==> src/core/scd_pkg.sv <==
package scd_pkg;

   // Register byte offsets
   localparam logic [7:0] OFS_CONFIG  = 8'h00;
   localparam logic [7:0] OFS_ISR     = 8'h04;
   localparam logic [7:0] OFS_MASK    = 8'h08;
   localparam logic [7:0] OFS_STATUS  = 8'h0C;

   // Configuration word field positions
   localparam int POS_PU   = 31;
   localparam int POS_SC   = 20;
   localparam int POS_SM   = 16;
   localparam int POS_VIS  = 12;
   localparam int POS_PSD  = 8;
   localparam int POS_BCR  = 7;
   localparam int POS_TOE  = 5;
   localparam int POS_SSEL = 4;
   localparam int POS_HS   = 3;
   localparam int POS_CM   = 0;

   // Writable bits of the configuration word; the rest read as zero
   localparam logic [31:0] CFG_WMASK   = 32'h8073_11BF;
   localparam logic [31:0] CFG_RESET   = 32'h0000_0000;
   localparam int          IRQ_W       = 8;
   localparam logic [7:0]  ISR_RESET   = 8'h00;
   localparam logic [7:0]  MASK_RESET  = 8'h00;

   // Line code selector encodings
   localparam logic [2:0] SC_NRZ   = 3'h0;
   localparam logic [2:0] SC_BUS1  = 3'h1;
   localparam logic [2:0] SC_NRZI  = 3'h2;
   localparam logic [2:0] SC_BUS2  = 3'h3;
   localparam logic [2:0] SC_FM0   = 3'h4;
   localparam logic [2:0] SC_FM1   = 3'h5;
   localparam logic [2:0] SC_MANCH = 3'h6;

   // Protocol engine selector encodings
   localparam logic [1:0] SM_HDLC   = 2'h0;
   localparam logic [1:0] SM_BISYNC = 2'h2;
   localparam logic [1:0] SM_ASYNC  = 2'h3;

   // Clock modes with special meaning
   localparam logic [2:0] CM_HIGH_SPEED = 3'h4;
   localparam logic [2:0] CM_TIME_SLOT  = 3'h5;

   // Decoded line coding seen by the coder
   typedef enum logic [2:0] {
      SCD_LC_NRZ   = 3'b000,
      SCD_LC_NRZI  = 3'b001,
      SCD_LC_FM0   = 3'b010,
      SCD_LC_FM1   = 3'b011,
      SCD_LC_MANCH = 3'b100
   } scd_line_code_t;

   // Oversampled receive: clocks per bit and the three sample points
   localparam logic [3:0] OVS_LAST  = 4'hF;
   localparam logic [3:0] OVS_S0    = 4'h7;
   localparam logic [3:0] OVS_S1    = 4'h8;
   localparam logic [3:0] OVS_S2    = 4'h9;

   // Internal transmit clock derived from the system clock
   localparam int CLK_PERIOD_NS    = 20;
   localparam int TX_CLK_PERIOD_NS = 160;
   localparam int TX_HALF_CYC      = TX_CLK_PERIOD_NS / (2 * CLK_PERIOD_NS);

   localparam logic [1:0] RESP_OKAY   = 2'b00;
   localparam logic [1:0] RESP_SLVERR = 2'b10;

endpackage

==> src/core/scd_rx_sampler.sv <==
// Samples receive data on rising edges of the receive clock pin, once per
// clock or with 16x oversampling and a three-sample majority vote.
module scd_rx_sampler (
   // Clock and reset
   input  wire logic clk,
   input  wire logic sys_rst,
   // Control
   input  wire logic enable,
   input  wire logic oversample,
   // Pins
   input  wire logic rx_clk_pin,
   input  wire logic rx_data_pin,
   // Recovered bits
   output logic      rx_bit,
   output logic      rx_bit_valid
);

   typedef struct packed {
      logic       clk_s1;
      logic       clk_s2;
      logic       clk_prev;
      logic       dat_s1;
      logic       dat_s2;
      logic       dat_prev;
      logic [3:0] cnt;
      logic [2:0] smp;
      logic       bit_q;
      logic       valid;
   } scd_smp_state_t;

   scd_smp_state_t s_q, s_d;

   // Majority of three samples
   function automatic logic scd_major(input logic [2:0] v);
      return (v[0] & v[1]) | (v[0] & v[2]) | (v[1] & v[2]);
   endfunction

   // Edge finding runs on the second sync stage only
   always_comb begin
      s_d        = s_q;
      s_d.clk_s1 = rx_clk_pin;
      s_d.clk_s2 = s_q.clk_s1;
      s_d.dat_s1 = rx_data_pin;
      s_d.dat_s2 = s_q.dat_s1;
      s_d.valid  = 1'b0;
      if (s_q.clk_s2 && !s_q.clk_prev && enable) begin
         s_d.clk_prev = s_q.clk_s2;
         s_d.dat_prev = s_q.dat_s2;
         if (!oversample) begin
            s_d.bit_q = s_q.dat_s2;
            s_d.valid = 1'b1;
         end else begin
            // Data edge realigns the bit window
            if (s_q.dat_s2 != s_q.dat_prev) begin
               s_d.cnt = 4'h1;
            end else begin
               s_d.cnt = (s_q.cnt == scd_pkg::OVS_LAST) ? 4'h0
                                                        : s_q.cnt + 4'h1;
            end
            if (s_q.cnt == scd_pkg::OVS_S0) begin
               s_d.smp[0] = s_q.dat_s2;
            end
            if (s_q.cnt == scd_pkg::OVS_S1) begin
               s_d.smp[1] = s_q.dat_s2;
            end
            if (s_q.cnt == scd_pkg::OVS_S2) begin
               s_d.bit_q = scd_major({s_q.dat_s2, s_q.smp[1:0]});
               s_d.valid = 1'b1;
            end
         end
      end else begin
         s_d.clk_prev = s_q.clk_s2;
      end
   end

   // Single register stage for all sampler state
   always_ff @(posedge clk) begin
      if (sys_rst) begin
         s_q <= '0;
      end else begin
         s_q <= s_d;
      end
   end

   assign rx_bit       = s_q.bit_q;
   assign rx_bit_valid = s_q.valid;

endmodule

==> src/core/scd_top.sv <==
// Overview of operation
// - Line code selector picks NRZ/NRZI/FM0/FM1/Manchester
// - Codes 001/011 select bus timing 1/2
// - Bus configuration always forces NRZ coding
// - Engine selector enables one engine, none while powered down
// - Mode-specific bits follow selected engine
// - Hidden: masked status absent from reads
// - Visible: masked status read and cleared
// - Masked sources never request a vector
// - Phase-shift disable acts with NRZ/NRZI only
// - Bit rate only async, modes 0,1,3b,7b
// - Rate 0: one sample per bit
// - Rate 1: 16x clocks, majority of three
// - Listed modes drive transmit clock out
// - Mode 5 drives time slot marker
// - Otherwise transmit clock pin is input
// - Option select picks a or b
// - High-speed bit switches paths, gating on
// - Clock mode selector decodes modes 0-7
// - Power-down stops engines, DMA still requests
module scd_top #(
   parameter int TX_HALF = scd_pkg::TX_HALF_CYC
) (
   // Clock and reset
   input  wire logic        clk,
   input  wire logic        sys_rst,
   // AXI4-Lite write address
   input  wire logic [7:0]  s_axi_awaddr,
   input  wire logic        s_axi_awvalid,
   output logic             s_axi_awready,
   // AXI4-Lite write data
   input  wire logic [31:0] s_axi_wdata,
   input  wire logic [3:0]  s_axi_wstrb,
   input  wire logic        s_axi_wvalid,
   output logic             s_axi_wready,
   // AXI4-Lite write response
   output logic [1:0]       s_axi_bresp,
   output logic             s_axi_bvalid,
   input  wire logic        s_axi_bready,
   // AXI4-Lite read address
   input  wire logic [7:0]  s_axi_araddr,
   input  wire logic        s_axi_arvalid,
   output logic             s_axi_arready,
   // AXI4-Lite read data
   output logic [31:0]      s_axi_rdata,
   output logic [1:0]       s_axi_rresp,
   output logic             s_axi_rvalid,
   input  wire logic        s_axi_rready,
   // Events from the protocol engines
   input  wire logic [7:0]  irq_events,
   input  wire logic        tx_slot_active,
   input  wire logic        tx_fifo_room,
   // Serial pins
   input  wire logic        rx_clk_pin,
   input  wire logic        rx_data_pin,
   input  wire logic        tx_clock_pin_i,
   output logic             tx_clock_pin_o,
   output logic             tx_clock_pin_oe,
   // Decoded channel configuration
   output scd_pkg::scd_line_code_t line_coding,
   output logic [1:0]       bus_timing_mode,
   output logic             en_hdlc,
   output logic             en_bisync,
   output logic             en_async,
   output logic             dpll_phase_shift_off,
   output logic             dpll_window_extend,
   output logic [2:0]       clock_mode,
   output logic             clock_option_b,
   output logic             high_speed_active,
   output logic             clock_gating_en,
   output logic             dma_tx_request,
   output logic             irq_vector_req,
   output logic             tx_clock_in,
   // Recovered receive bits
   output logic             rx_bit,
   output logic             rx_bit_valid
);

   typedef struct packed {
      logic [31:0] cfg;
      logic [7:0]  interrupt_status_reg;
      logic [7:0]  mask;
      logic        aw_got;
      logic [7:0]  aw_addr;
      logic        w_got;
      logic [31:0] w_data;
      logic [3:0]  w_strb;
      logic        bvalid;
      logic [1:0]  bresp;
      logic        rvalid;
      logic [31:0] rdata;
      logic [1:0]  rresp;
      scd_pkg::scd_line_code_t lc;
      logic [1:0]  bus_mode;
      logic [2:0]  eng;
      logic        psd_off;
      logic [2:0]  cm;
      logic        opt_b;
      logic        hs;
      logic        dma_req;
      logic        vec;
      logic        oversample;
      logic [7:0]  div_cnt;
      logic        tx_int;
      logic        pin_o;
      logic        pin_oe;
      logic        txc_s1;
      logic        txc_s2;
   } scd_state_t;

   scd_state_t s_q, s_d;

   // Byte-lane merge of a bus write into a register
   function automatic logic [31:0] scd_merge(input logic [31:0] old,
                                             input logic [31:0] val,
                                             input logic [3:0]  strb);
      logic [31:0] r;
      r = old;
      for (int i = 0; i < 4; i++) begin
         if (strb[i]) begin
            r[i*8 +: 8] = val[i*8 +: 8];
         end
      end
      return r;
   endfunction

   // Configuration fields
   logic [2:0]  f_sc;
   logic [1:0]  f_sm;
   logic [2:0]  f_cm;
   logic        f_pu;
   logic        f_vis;
   logic        f_ssel;
   logic        f_toe;
   logic        sm_async;
   logic        sm_bisync;
   logic        nondpll;
   logic        tx_out_mode;
   logic [7:0]  isr_view;
   logic [31:0] cfg_view;
   logic        wr_fire;
   logic        rd_fire;

   assign f_sc   = s_q.cfg[scd_pkg::POS_SC +: 3];
   assign f_sm   = s_q.cfg[scd_pkg::POS_SM +: 2];
   assign f_cm   = s_q.cfg[scd_pkg::POS_CM +: 3];
   assign f_pu   = s_q.cfg[scd_pkg::POS_PU];
   assign f_vis  = s_q.cfg[scd_pkg::POS_VIS];
   assign f_ssel = s_q.cfg[scd_pkg::POS_SSEL];
   assign f_toe  = s_q.cfg[scd_pkg::POS_TOE];

   // Reserved engine code behaves as the reset code (HDLC)
   assign sm_async  = (f_sm == scd_pkg::SM_ASYNC);
   assign sm_bisync = (f_sm == scd_pkg::SM_BISYNC);

   // Non-DPLL clock modes: 0, 1, 3b, 7b; mode 4 excluded
   assign nondpll = (f_cm == 3'h0) || (f_cm == 3'h1)
                 || (f_cm == 3'h3 && f_ssel)
                 || (f_cm == 3'h7 && f_ssel);

   // Modes 0b, 2b, 3a, 3b, 6b, 7a, 7b may drive the clock out
   assign tx_out_mode = ((f_cm == 3'h0 || f_cm == 3'h2 || f_cm == 3'h6)
                         && f_ssel)
                     || (f_cm == 3'h3) || (f_cm == 3'h7);

   // Status read view: masked bits shown only when visible
   assign isr_view = f_vis ? s_q.interrupt_status_reg : (s_q.interrupt_status_reg & ~s_q.mask);

   // Rate bit has no meaning for the bisync engine
   assign cfg_view = sm_bisync ? (s_q.cfg & ~(32'h1 << scd_pkg::POS_BCR))
                               : s_q.cfg;

   assign wr_fire = s_q.aw_got && s_q.w_got && !s_q.bvalid;
   assign rd_fire = s_axi_arvalid && !s_q.rvalid;

   // Bus slave, status, decode and pin control
   always_comb begin
      logic [7:0] clr;
      logic [7:0] rd_ofs;
      clr    = 8'h00;
      rd_ofs = s_axi_araddr & 8'hFC;
      s_d    = s_q;

      // Address and data channels taken independently
      if (s_axi_awvalid && !s_q.aw_got) begin
         s_d.aw_got  = 1'b1;
         s_d.aw_addr = s_axi_awaddr & 8'hFC;
      end
      if (s_axi_wvalid && !s_q.w_got) begin
         s_d.w_got  = 1'b1;
         s_d.w_data = s_axi_wdata;
         s_d.w_strb = s_axi_wstrb;
      end
      if (s_q.bvalid && s_axi_bready) begin
         s_d.bvalid = 1'b0;
      end
      if (wr_fire) begin
         s_d.aw_got = 1'b0;
         s_d.w_got  = 1'b0;
         s_d.bvalid = 1'b1;
         s_d.bresp  = scd_pkg::RESP_OKAY;
         case (s_q.aw_addr)
            scd_pkg::OFS_CONFIG: begin
               s_d.cfg = scd_merge(s_q.cfg, s_q.w_data, s_q.w_strb)
                         & scd_pkg::CFG_WMASK;
            end
            scd_pkg::OFS_MASK: begin
               // Only lane 0 carries mask bits
               if (s_q.w_strb[0]) begin
                  s_d.mask = s_q.w_data[7:0];
               end
            end
            scd_pkg::OFS_ISR, scd_pkg::OFS_STATUS: begin
               s_d.bresp = scd_pkg::RESP_OKAY;
            end
            default: begin
               s_d.bresp = scd_pkg::RESP_SLVERR;
            end
         endcase
      end

      // Read channel; status read clears what it returned
      if (s_q.rvalid && s_axi_rready) begin
         s_d.rvalid = 1'b0;
      end
      if (rd_fire) begin
         s_d.rvalid = 1'b1;
         s_d.rresp  = scd_pkg::RESP_OKAY;
         case (rd_ofs)
            scd_pkg::OFS_CONFIG: begin
               s_d.rdata = cfg_view;
            end
            scd_pkg::OFS_ISR: begin
               s_d.rdata = {24'h0, isr_view};
               clr       = isr_view;
            end
            scd_pkg::OFS_MASK: begin
               s_d.rdata = {24'h0, s_q.mask};
            end
            scd_pkg::OFS_STATUS: begin
               s_d.rdata = {24'h0, s_q.vec, s_q.pin_oe, s_q.hs,
                            s_q.oversample, s_q.eng, 1'b0};
            end
            default: begin
               s_d.rdata = 32'h0000_0000;
               s_d.rresp = scd_pkg::RESP_SLVERR;
            end
         endcase
      end

      // Sticky status: a new event beats a clear in the same cycle
      s_d.interrupt_status_reg = (s_q.interrupt_status_reg & ~clr) | irq_events;
      s_d.vec = |(s_q.interrupt_status_reg & ~s_q.mask);

      // Line coding; bus modes and reserved code give NRZ
      s_d.bus_mode = 2'd0;
      case (f_sc)
         scd_pkg::SC_NRZ:   s_d.lc = scd_pkg::SCD_LC_NRZ;
         scd_pkg::SC_NRZI:  s_d.lc = scd_pkg::SCD_LC_NRZI;
         scd_pkg::SC_FM0:   s_d.lc = scd_pkg::SCD_LC_FM0;
         scd_pkg::SC_FM1:   s_d.lc = scd_pkg::SCD_LC_FM1;
         scd_pkg::SC_MANCH: s_d.lc = scd_pkg::SCD_LC_MANCH;
         scd_pkg::SC_BUS1: begin
            s_d.lc       = scd_pkg::SCD_LC_NRZ;
            s_d.bus_mode = 2'd1;
         end
         scd_pkg::SC_BUS2: begin
            s_d.lc       = scd_pkg::SCD_LC_NRZ;
            s_d.bus_mode = 2'd2;
         end
         default:           s_d.lc = scd_pkg::SCD_LC_NRZ;
      endcase

      // One engine at most, none while powered down
      s_d.eng = 3'b000;
      if (f_pu) begin
         s_d.eng = sm_async  ? 3'b100 :
                   sm_bisync ? 3'b010 : 3'b001;
      end
      s_d.dma_req = tx_fifo_room;

      // DPLL phase shift switch only for NRZ and NRZI
      s_d.psd_off = s_q.cfg[scd_pkg::POS_PSD]
                 && (f_sc == scd_pkg::SC_NRZ
                     || f_sc == scd_pkg::SC_NRZI);

      s_d.cm    = f_cm;
      s_d.opt_b = f_ssel && (f_cm != 3'h1) && (f_cm != 3'h4)
               && (f_cm != 3'h5);
      s_d.hs    = s_q.cfg[scd_pkg::POS_HS];

      // Oversampling only where the rate bit is meaningful
      s_d.oversample = s_q.cfg[scd_pkg::POS_BCR] && sm_async
                    && nondpll;

      // Internal transmit clock divider
      if (s_q.div_cnt >= 8'(TX_HALF - 1)) begin
         s_d.div_cnt = 8'h00;
         s_d.tx_int  = !s_q.tx_int;
      end else begin
         s_d.div_cnt = s_q.div_cnt + 8'h01;
      end

      // Transmit clock pin direction and source
      s_d.pin_oe = 1'b0;
      s_d.pin_o  = 1'b0;
      if (f_toe && tx_out_mode) begin
         s_d.pin_oe = 1'b1;
         s_d.pin_o  = s_q.tx_int;
      end else if (f_toe && f_cm == scd_pkg::CM_TIME_SLOT) begin
         s_d.pin_oe = 1'b1;
         s_d.pin_o  = tx_slot_active;
      end

      // Incoming transmit clock, two-stage synchroniser
      s_d.txc_s1 = tx_clock_pin_i;
      s_d.txc_s2 = s_q.txc_s1;
   end

   // Single register stage for the whole block
   always_ff @(posedge clk) begin
      if (sys_rst) begin
         s_q      <= '0;
         s_q.cfg  <= scd_pkg::CFG_RESET;
         s_q.interrupt_status_reg  <= scd_pkg::ISR_RESET;
         s_q.mask <= scd_pkg::MASK_RESET;
      end else begin
         s_q <= s_d;
      end
   end

   // Receive sampler stopped while the channel is powered down
   scd_rx_sampler u_sampler (
      .clk          (clk),
      .sys_rst      (sys_rst),
      .enable       (s_q.eng != 3'b000),
      .oversample   (s_q.oversample),
      .rx_clk_pin   (rx_clk_pin),
      .rx_data_pin  (rx_data_pin),
      .rx_bit       (rx_bit),
      .rx_bit_valid (rx_bit_valid)
   );

   // Outputs straight from the state register
   assign s_axi_awready        = !s_q.aw_got;
   assign s_axi_wready         = !s_q.w_got;
   assign s_axi_bvalid         = s_q.bvalid;
   assign s_axi_bresp          = s_q.bresp;
   assign s_axi_arready        = !s_q.rvalid;
   assign s_axi_rvalid         = s_q.rvalid;
   assign s_axi_rdata          = s_q.rdata;
   assign s_axi_rresp          = s_q.rresp;
   assign line_coding          = s_q.lc;
   assign bus_timing_mode      = s_q.bus_mode;
   assign en_hdlc              = s_q.eng[0];
   assign en_bisync            = s_q.eng[1];
   assign en_async             = s_q.eng[2];
   assign dpll_phase_shift_off = s_q.psd_off;
   assign dpll_window_extend   = s_q.psd_off;
   assign clock_mode           = s_q.cm;
   assign clock_option_b       = s_q.opt_b;
   assign high_speed_active    = s_q.hs;
   assign clock_gating_en      = s_q.hs;
   assign dma_tx_request       = s_q.dma_req;
   assign irq_vector_req       = s_q.vec;
   assign tx_clock_pin_o       = s_q.pin_o;
   assign tx_clock_pin_oe      = s_q.pin_oe;
   assign tx_clock_in          = s_q.txc_s2;

endmodule

==> config.mk <==
export PLATFORM = sky130hd
export DESIGN_NAME = scd_top
export DESIGN_NICKNAME = d
export VERILOG_FILES = /design/src/core/scd_pkg.sv /design/src/core/scd_rx_sampler.sv /design/src/core/scd_top.sv
export SDC_FILE = /design/constraint.sdc
export NUM_CORES = 1
export LEC_CHECK = 0
export BUFFER_PORTS_ARGS = -buffer_cell sky130_fd_sc_hd__buf_2
export CORE_ASPECT_RATIO = 2
export CORE_MARGIN = 1
export CORE_UTILIZATION = 46
export CTS_BUF_LIST = sky130_fd_sc_hd__clkbuf_16
export DETAILED_ROUTE_END_ITERATION = 12
export PLACE_DENSITY = 0.79
export SLEW_MARGIN = 10
export SYNTH_ARGS = -nofsm -noshare
export SYNTH_HDL_FRONTEND = slang
export SYNTH_HIERARCHICAL = 1
export SYNTH_SLANG_ARGS = --single-unit
==> constraint.sdc <==
create_clock -name clk -period 1.6 [get_ports clk]
set_clock_uncertainty 0.05 [all_clocks]
set_input_delay 0 -clock clk [delete_from_list [all_inputs] [get_ports clk]]
set_output_delay 0 -clock clk [all_outputs]
set_load 0.02 [all_outputs]
# [Word-level counts from Yosys, hierarchy flattened]
# Cells that the tools add are included.
[op_classes] n_addsub=2 order_cmp=1 eq_ne=29 mux=21 n_bitwise=12 n_reduce_logical=58
[ops] cell="32-bit one-hot mux with 4 select lines" count=1
[ops] cell="35-bit 2-to-1 mux" count=1
[ops] cell="8-bit 2-to-1 mux" count=4
[ops] cell="6-bit by 2-bit equality test with 1-bit output, second input constant" count=4
[ops] cell="3-bit AND reduction" count=7
[ops] cell="1-bit logical AND" count=20
[ops] cell="3-bit equality test, second input constant" count=6
[ops] cell="8-bit AND" count=2
[ops] cell="8-bit zero test" count=2
[ops] cell="8-bit inverter" count=2
[ops] cell="2-bit 2-to-1 mux" count=7
[ops] cell="3-bit by 2-bit equality test with 1-bit output, second input constant" count=4
[ops] cell="4-bit equality test, second input constant" count=3
[ops] cell="6-bit by 1-bit equality test with 1-bit output, second input constant" count=2
[ops] cell="3-bit one-hot mux with 4 select lines" count=1
[ops] cell="8-bit by 1-bit adder with 8-bit output, second input constant" count=1
[ops] cell="8-bit by 2-bit >= comparator with 1-bit output, second input constant" count=1
[ops] cell="1-bit logical OR" count=8
[ops] cell="4-bit 2-to-1 mux" count=2
[ops] cell="8-bit OR" count=1
[ops] cell="2-bit OR reduction" count=4
[ops] cell="4-bit OR reduction" count=2
[ops] cell="8-bit OR reduction" count=1
[ops] cell="3-bit by 1-bit equality test with 1-bit output, second input constant" count=2
[ops] cell="other kinds (19)" count=35
[word_totals] regBits=157

# [Longest topological paths before layout]
# Gate-level depths: netlist of the first run.
[logic_depth] depth_word=8 mapped_depth=6 mapped_depth_nobuf=6

# [Hierarchy]
# Netlist of the first run, hierarchy kept.
[modules_own_cells] mod="scd_top" instances=1 cells_per_inst=495 area_per_inst_um2=4508.1 seq_area_each_um2=2182.1
[modules_own_cells] mod="scd_rx_sampler" instances=1 cells_per_inst=65 area_per_inst_um2=628.1 seq_area_each_um2=280.3

# [Least setup slack after synthesis of the first run]
# No wires, ideal clock.
[synth_timing] path_type="register -> register" start="register s_q (netlist bit s_axi_rvalid)" end="register s_q[127] (netlist name)" setup_time_ns=0.128 arrival_ns=1.287 t_required_ns=1.422 path_slack_ns=0.136 stages_incl_launch_ff=7 period_less_slack_ns=1.464 cell_sequence="dfxtp_1 > nor2b_1 > clkbuf_1 > clkbuf_1 > nand4_1 > a21oi_1 > nor2_1"
[synth_via] elab_chain_cells=6
[synth_rtl] item="from (decl)" line="scd_top.sv:111" source="scd_state_t s_q, s_d;"
[synth_rtl] item="1-bit zero test" line="scd_top.sv:174" source="assign rd_fire = s_axi_arvalid && !s_q.rvalid;"
[synth_rtl] item="1-bit logical AND" line="scd_top.sv:174"
[synth_rtl] item="8-bit 2-to-1 mux" line="scd_top.sv:226" source="if (rd_fire) begin"
[synth_rtl] item="8-bit inverter" line="scd_top.sv:252" source="s_d.interrupt_status_reg = (s_q.interrupt_status_reg & ~clr) | irq_events;"
[synth_rtl] item="8-bit AND" line="scd_top.sv:252"
[synth_rtl] item="8-bit OR" line="scd_top.sv:252"
# Every way passes these cells.
# A chain may end at the register's enable or synchronous reset.

# [Worst setup path in the final report of the first run]
[layout_timing] start="register s_q (netlist bit en_hdlc)" end="register u_sampler/s_q[2] (netlist name)"
[layout_via] elab_chain_cells=3
[layout_rtl] item="3-bit nonzero test" line="scd_top.sv:336" source=".enable (s_q.eng != 3'b000),"
[layout_rtl] item="1-bit logical AND" line="scd_rx_sampler.sv:46" source="if (s_q.clk_s2 && !s_q.clk_prev && enable) begin"
[layout_rtl] item="3-bit AND reduction (no line)"
[layout_rtl] item="to (signal assigned)" line="scd_rx_sampler.sv:79" source="s_q <= '0;"
[layout_rtl] item="to (signal assigned)" line="scd_rx_sampler.sv:81" source="s_q <= s_d;"
[layout_rtl] item="to (decl)" line="scd_rx_sampler.sv:31" source="scd_smp_state_t s_q, s_d;"
# Every way passes these cells.

==> results of run 1 <==
[logic make-up after synthesis]
kind of cell,count (synthesis)
other,1
XOR/XNOR,4
flip-flops,123
AO/OA/AOI/OAI,93
buffers and inverters,93
multiplexers,38
AND/OR/NAND/NOR,204
adder cells (fa/ha/maj),4
[final cells by class]
| type | count | area [µm²] |
|---|---|---|
| Fill cell | 911 | 4180 |
| Clock inverter | 15 | 214 |
| Sequential cell | 123 | 2460 |
| Inverter | 18 | 67.6 |
| Clock buffer | 17 | 425 |
| Tap cell | 140 | 175 |
| Multi-Input combinational cell | 367 | 2220 |
| Timing Repair Buffer | 164 | 1130 |
[registers in the layout (all words and copies together), names as in the netlist, 2 cells and up]
name	cells
s_q	56
clock_mode	3
u_sampler/s_d	3
f_sc	3
u_sampler/s_q	9
f_sm	2
bus_timing_mode	2
s_axi_rdata	16
line_coding	3
f_cm	3
s_d	2
[per-stage QoR]
| step | util, % | std cells | setup WS (ns) |
|---|---|---|---|
| 5_1_grt | 61.6 | 844 | 0.00126 |
| 6_report | 61.6 | 844 | 0.0929 |
| 4_1_cts | 61.5 | 843 | 0.0888 |
| 3_5_place_dp | 51.5 | 766 | 0.0753 |
| 2_1_floorplan | - | 583 | 0.136 |
| 3_3_place_gp | 51.5 | 766 | 0.0809 |
[routing by layer]
layer / GRT usage (%) / routed length [µm] / up-vias
li1: - / - / 2103
met1: 20.9 / 4490 / 2043
met2: 43.5 / 6990 / 140
met3: 5.84 / 510 / 28
met4: 12.2 / 398 / 0
met5: 0 / 0 / -
[cell usage in the layout (no fill, tap or decap), types with 7 or more instances in the layout]
cell,count
clkbuf_16,17
o21ai_0,7
dlygate4sd3_1,45
buf_2,96
dfxtp_1,123
nand3_1,12
a21oi_1,51
inv_1,18
nand2b_1,10
nor2_1,56
nand2_1,60
conb_1,24
nor2b_1,19
buf_4,21
mux2i_1,37
nor3_1,7
[timing repair]
action                                 CTS  global route
endpoints found under the hold margin   45             0
setup buffers                            0             1
setup endpoints to repair                0             2
gates resized for setup                  0             0
hold buffers                            45             0
[worst max path at each step]
stage / startpoint / slack, ns / endpoint / cells after the start
after floorplan: s_axi_rvalid / 0.14 / s_q[127] / 6
after global placement: s_axi_araddr[5] / 0.08 / s_axi_rdata[7] / 6
after detailed placement: s_axi_araddr[5] / 0.08 / s_axi_rdata[7] / 6
after CTS: s_q[112] / 0.09 / s_q[120] / 6
after global routing: s_q[112] / 0.001 / f_cm[0] / 6
final: en_hdlc / 0.09 / u_sampler/s_q[2] / 5
[critical path, stage by stage (launching register included)]
cell and delay [ns]:
dfxtp_1 0.43, or3_1 0.20, nand4b_4 0.19, nor3_2 0.25
mux2i_1 0.22, nor2_1 0.06
[report_power, final]
group	leakage, µW	switching [µW]	internal (µW)
Sequential	0.00100	61.6	3150
Clock	0.000305	1420	2630
Combinational	0.00170	308	258
Total	0.00300	1790	6040
==> out/qor.yml, run 1 <==
logic_synthesis:
  muxShareOfSynthArea_pct: 7.43
  netlist_area_mm2: 0.00514
  synthCells: 560
  synth_edf_count: 0
  synth_most_common_cell: "dfxtp_1"
  synth_top_family_by_area: "simple AND/OR/NAND/NOR gates"
  post_synth_xor_area_fraction_pct: 0.828
  yosys.area.top_type: "dfxtp_1"
  synth-async-reset-ratio_pct: 0
  synth_cell_types: 57
  synth_area_leaders: "dfxtp_1, mux2i_1, buf_4"
  ys_seq_area_share_pct: 47.9
  yosysTopAreaCellShare_pct: 47.9
  synth_seq_cells: 123
  synthTopCellsByCount: "dfxtp_1, nand2_1, nor2_1"
  synth_compound_area_share_pct: 11.3
  synth_area_per_cell_um2: 9.17
  synth-simple-area-share_pct: 21.0
  synth_fa_ha_area_share_pct: 0.974
  yosysWarnings: 6
  synth_top_flop_cell: "dfxtp_1"
detailed_routing:
  drt_iter0_drc: 234
  drtPass1Iterations: 5
  route.detailed.drc: 0
  drtAntennaViolNets: 0
  wl_per_cell_um: 14.7
  vias_per_cell: 5.11
  dr_total_vias: 4314
  totalWireLength_um: 12400
final_layout:
  area_growth_pct: 30.4
  nets: 767
  finish.instance_area_mm2: 0.00670
  drive_above_1_share_pct: 23.3
  num_antenna_cells: 0
global_routing:
  grt_overflow: 0
  grt_max_degree: 59
  first_global_vias: 4344
  track_usage_pct: 22.4
  antenna_found_initial: 0
  grt_pass1_wl_um: 20200
setup_path:
  rr_startpoint: "en_hdlc"
  critPathMaxFanout: 9
  critPathLaunchType: "flip-flop"
  r2r_end: "u_sampler/s_q[2]"
  rrSetupSlack_ns: 0.09
  critPathRequiredTime_ns: 1.85
  critPathArrivalTime_ns: 1.76
  endpoint_kind: "flip-flop"
  reg2reg_depth: 5
  critical_path_class: "flip-flop to flip-flop"
min_path:
  whs_path_depth: 2
  min_from: "sys_rst"
  min_path_type: "primary input to flip-flop"
  hold-path-endpoint: "s_q[124]"
power:
  vdd_drop_max_uv: 1080
  p_leak_uw: 0.00300
  p_total_uw: 7840
  power_density_mw_per_mm2: 1170
floorplanning:
  io_pins: 136
  dieArea_mm2: 0.0116
  rows: 54
  die_x_um: 76.7
  die_h_um: 151
  initial_core_util_pct: 47.2
  coreArea_mm2: 0.0109
clock_tree:
  cts_sinks: 123
  clk_latency_ns: 0.41
  clock_path_buffers: 2
  clk_pin_slew_ns: 0.06
  clockRootBuffer: "clkbuf_16"
  h-tree-depth: 4
  cts_buffers: 17
  cts_tree: "built"
run_status:
  status: "complete, no violations"
timing:
  slew_viol_final: 0
  fin_hold_ws_ns: 0.0341
  fmax_ghz: 0.664
  rsz0062_at_grt: "false"
  final-setup-viol-count: 0
  tightest_slew_ns: 0.619
  relSlewSlack_pct: 58.8
  finalSetupTns_ns: 0
  finalCritPeriodShare_pct: 94.2
  hold_violations: 0
  period_needed_ns: 1.51
flow_run:
  maxCapViolations: 0
placement:
  dpl-instance-area_mm2: 0.00560
  globalplace.congestion: 0.837
  dp_hpwl_um: 8410
  port_buffers: 97
Power figures use the tool's default switching activity.
==> inputs of run 2 (changes only) <==
--- a/config.mk
+++ b/config.mk
@@ -12,6 +12,7 @@
 export CTS_BUF_LIST = sky130_fd_sc_hd__clkbuf_16
 export DETAILED_ROUTE_END_ITERATION = 12
 export PLACE_DENSITY = 0.79
+export SETUP_SLACK_MARGIN = 0.15
 export SLEW_MARGIN = 10
 export SYNTH_ARGS = -nofsm -noshare
 export SYNTH_HDL_FRONTEND = slang
==> constraint.sdc (replaced) <==
create_clock -name clk -period 1.8 [get_ports clk]
set_clock_uncertainty 0.05 [all_clocks]
set_input_delay 0 -clock clk [delete_from_list [all_inputs] [get_ports clk]]
set_output_delay 0 -clock clk [all_outputs]
set_load 0.02 [all_outputs]
==> out/qor.yml, run 2 (synthesized netlist as in run 1, its figures left out) <==
final_layout:
  num_antenna_cells: 0
  drive_above_1_share_pct: 22.8
  area_growth_pct: 29.4
  largest_register_ffs: 56
  layout_common_cells: "dfxtp_1, buf_2, nand2_1, nor2_1, a21oi_1"
  final_common_cell: "dfxtp_1"
  num-fill-cells: 880
  top_register: "s_q"
  nets: 764
floorplanning:
  die_x_um: 76.7
  io_pins: 136
  initial_core_util_pct: 47.2
  rows: 54
  die_h_um: 151
  dieArea_mm2: 0.0116
  coreArea_mm2: 0.0109
clock_tree:
  cts_sinks: 123
  clk_latency_ns: 0.41
  clock_path_buffers: 2
  clockRootBuffer: "clkbuf_16"
  cts_tree: "built"
  h-tree-depth: 4
  cts_resized: 0
  cts_setup_buffers: 0
  cts_buffers: 17
  clk_pin_slew_ns: 0.06
power:
  power_density_mw_per_mm2: 1040
  p_leak_uw: 0.00298
  p_total_uw: 6920
  vdd_drop_max_uv: 852
timing:
  final-setup-viol-count: 0
  period_needed_ns: 1.56
  finalCritPeriodShare_pct: 86.9
  hold_violations: 0
  relSlewSlack_pct: 53.6
  finalSetupTns_ns: 0
  slew_viol_final: 0
  rsz0062_at_grt: "false"
  fmax_ghz: 0.640
  tightest_slew_ns: 0.696
placement:
  port_buffers: 97
  globalplace.congestion: 0.818
  dp_hpwl_um: 8280
detailed_routing:
  dr_total_vias: 4316
  drtPass1Iterations: 4
  drtAntennaViolNets: 0
  wl_per_cell_um: 14.7
  totalWireLength_um: 12400
  met2_length_um: 6680
  highest_layer: "met4"
  drt_iter0_drc: 154
  drt-met1-wl_um: 4680
  route.detailed.drc: 0
  vias_per_cell: 5.13
  wl_met3_um: 507
setup_path:
  critPathBufInv: 2
  critPathMaxFanout: 7
  startpoint: "s_q[112]"
  critPathLaunchType: "flip-flop"
  endpoint_kind: "flip-flop"
  slowest_stage: "dfxtp_1"
  critPathMostFrequentCell: "buf_4"
  cp_slowest_stage_delay_ns: 0.34
  path_cells: "nor4_4 > buf_4 > nand4b_1 > buf_4 > mux2i_1 > nor2_1"
  critPathRequiredTime_ns: 2.03
  critical_path_class: "flip-flop to flip-flop"
  rr_startpoint: "s_q[112]"
  critPathArrivalTime_ns: 1.79
  critPathTopFamily: "simple AND/OR/NAND/NOR gates"
global_routing:
  antenna_found_initial: 0
  track_usage_pct: 22.1
  grt_max_degree: 65
  first_global_vias: 4258
  grt_overflow: 0
  grt_pass1_wl_um: 19700
flow_run:
  maxCapViolations: 0
min_path:
  min_path_type: "primary input to flip-flop"
  min_from: "sys_rst"
run_status:
  status: "complete, no violations"
run 2: changes by cell type in the layout (fill, tap and decap cells not counted):
cell,previous run,this run
clkinv_4,5,4
buf_12,2,1
clkinv_2,0,3
buf_4,21,19
inv_6,4,1
clkinv_1,0,1
run 2: repair_timing:
item	in CTS	in global routing
setup endpoints to repair	0	0
hold buffers	45	0
hold endpoints to repair	45	0
run 2: layer usage:
| metal | GRT usage (%) | vias up |
|---|---|---|
| met3 | 6.08 | 42 |
| met2 | 42.1 | 140 |
| met5 | 0 | - |
| met4 | 13.6 | 0 |
| met1 | 20.6 | 2028 |
| li1 | - | 2106 |
run 2: power by group:
part           total [µW]  leakage [µW]  switching (µW)  internal, µW
clock network        3570      0.000301            1260          2310
registers            2860       0.00100            53.3          2800
logic                 498       0.00168             272           226
run 2: final timing paths:
path,to,slack (ns),depth (start not counted)
worst max-delay path,f_toe,0.24,6
worst min-delay path,s_q[127],0.07,2
worst max register to register,f_toe,0.24,6
worst min register to register,tx_clock_in,0.39,1
run 2: metrics by stage:
step	hold WS [ns]	instances	utilization, %	area [µm²]	setup slack [ns]
5_1_grt	0.0762	841	61.1	6650	0.156
3_3_place_gp	0.156	764	51.2	5570	0.288
6_report	0.0666	841	61.1	6650	0.237
4_1_cts	0.0490	841	61.1	6650	0.244
2_1_floorplan	0.0216	583	-	5220	0.336
3_5_place_dp	0.171	764	51.2	5570	0.248
run 2: final cells by class:
cell class	instances	area, µm²	area share (%)
clock buffers	17	425	6.40
repair buffers	161	1090	16.5
well taps	140	175	2.64
clock inverters	15	198	2.97
inverters	18	67.6	1.02
flip-flops and latches	123	2460	37.1
multi-input cells	367	2220	33.5
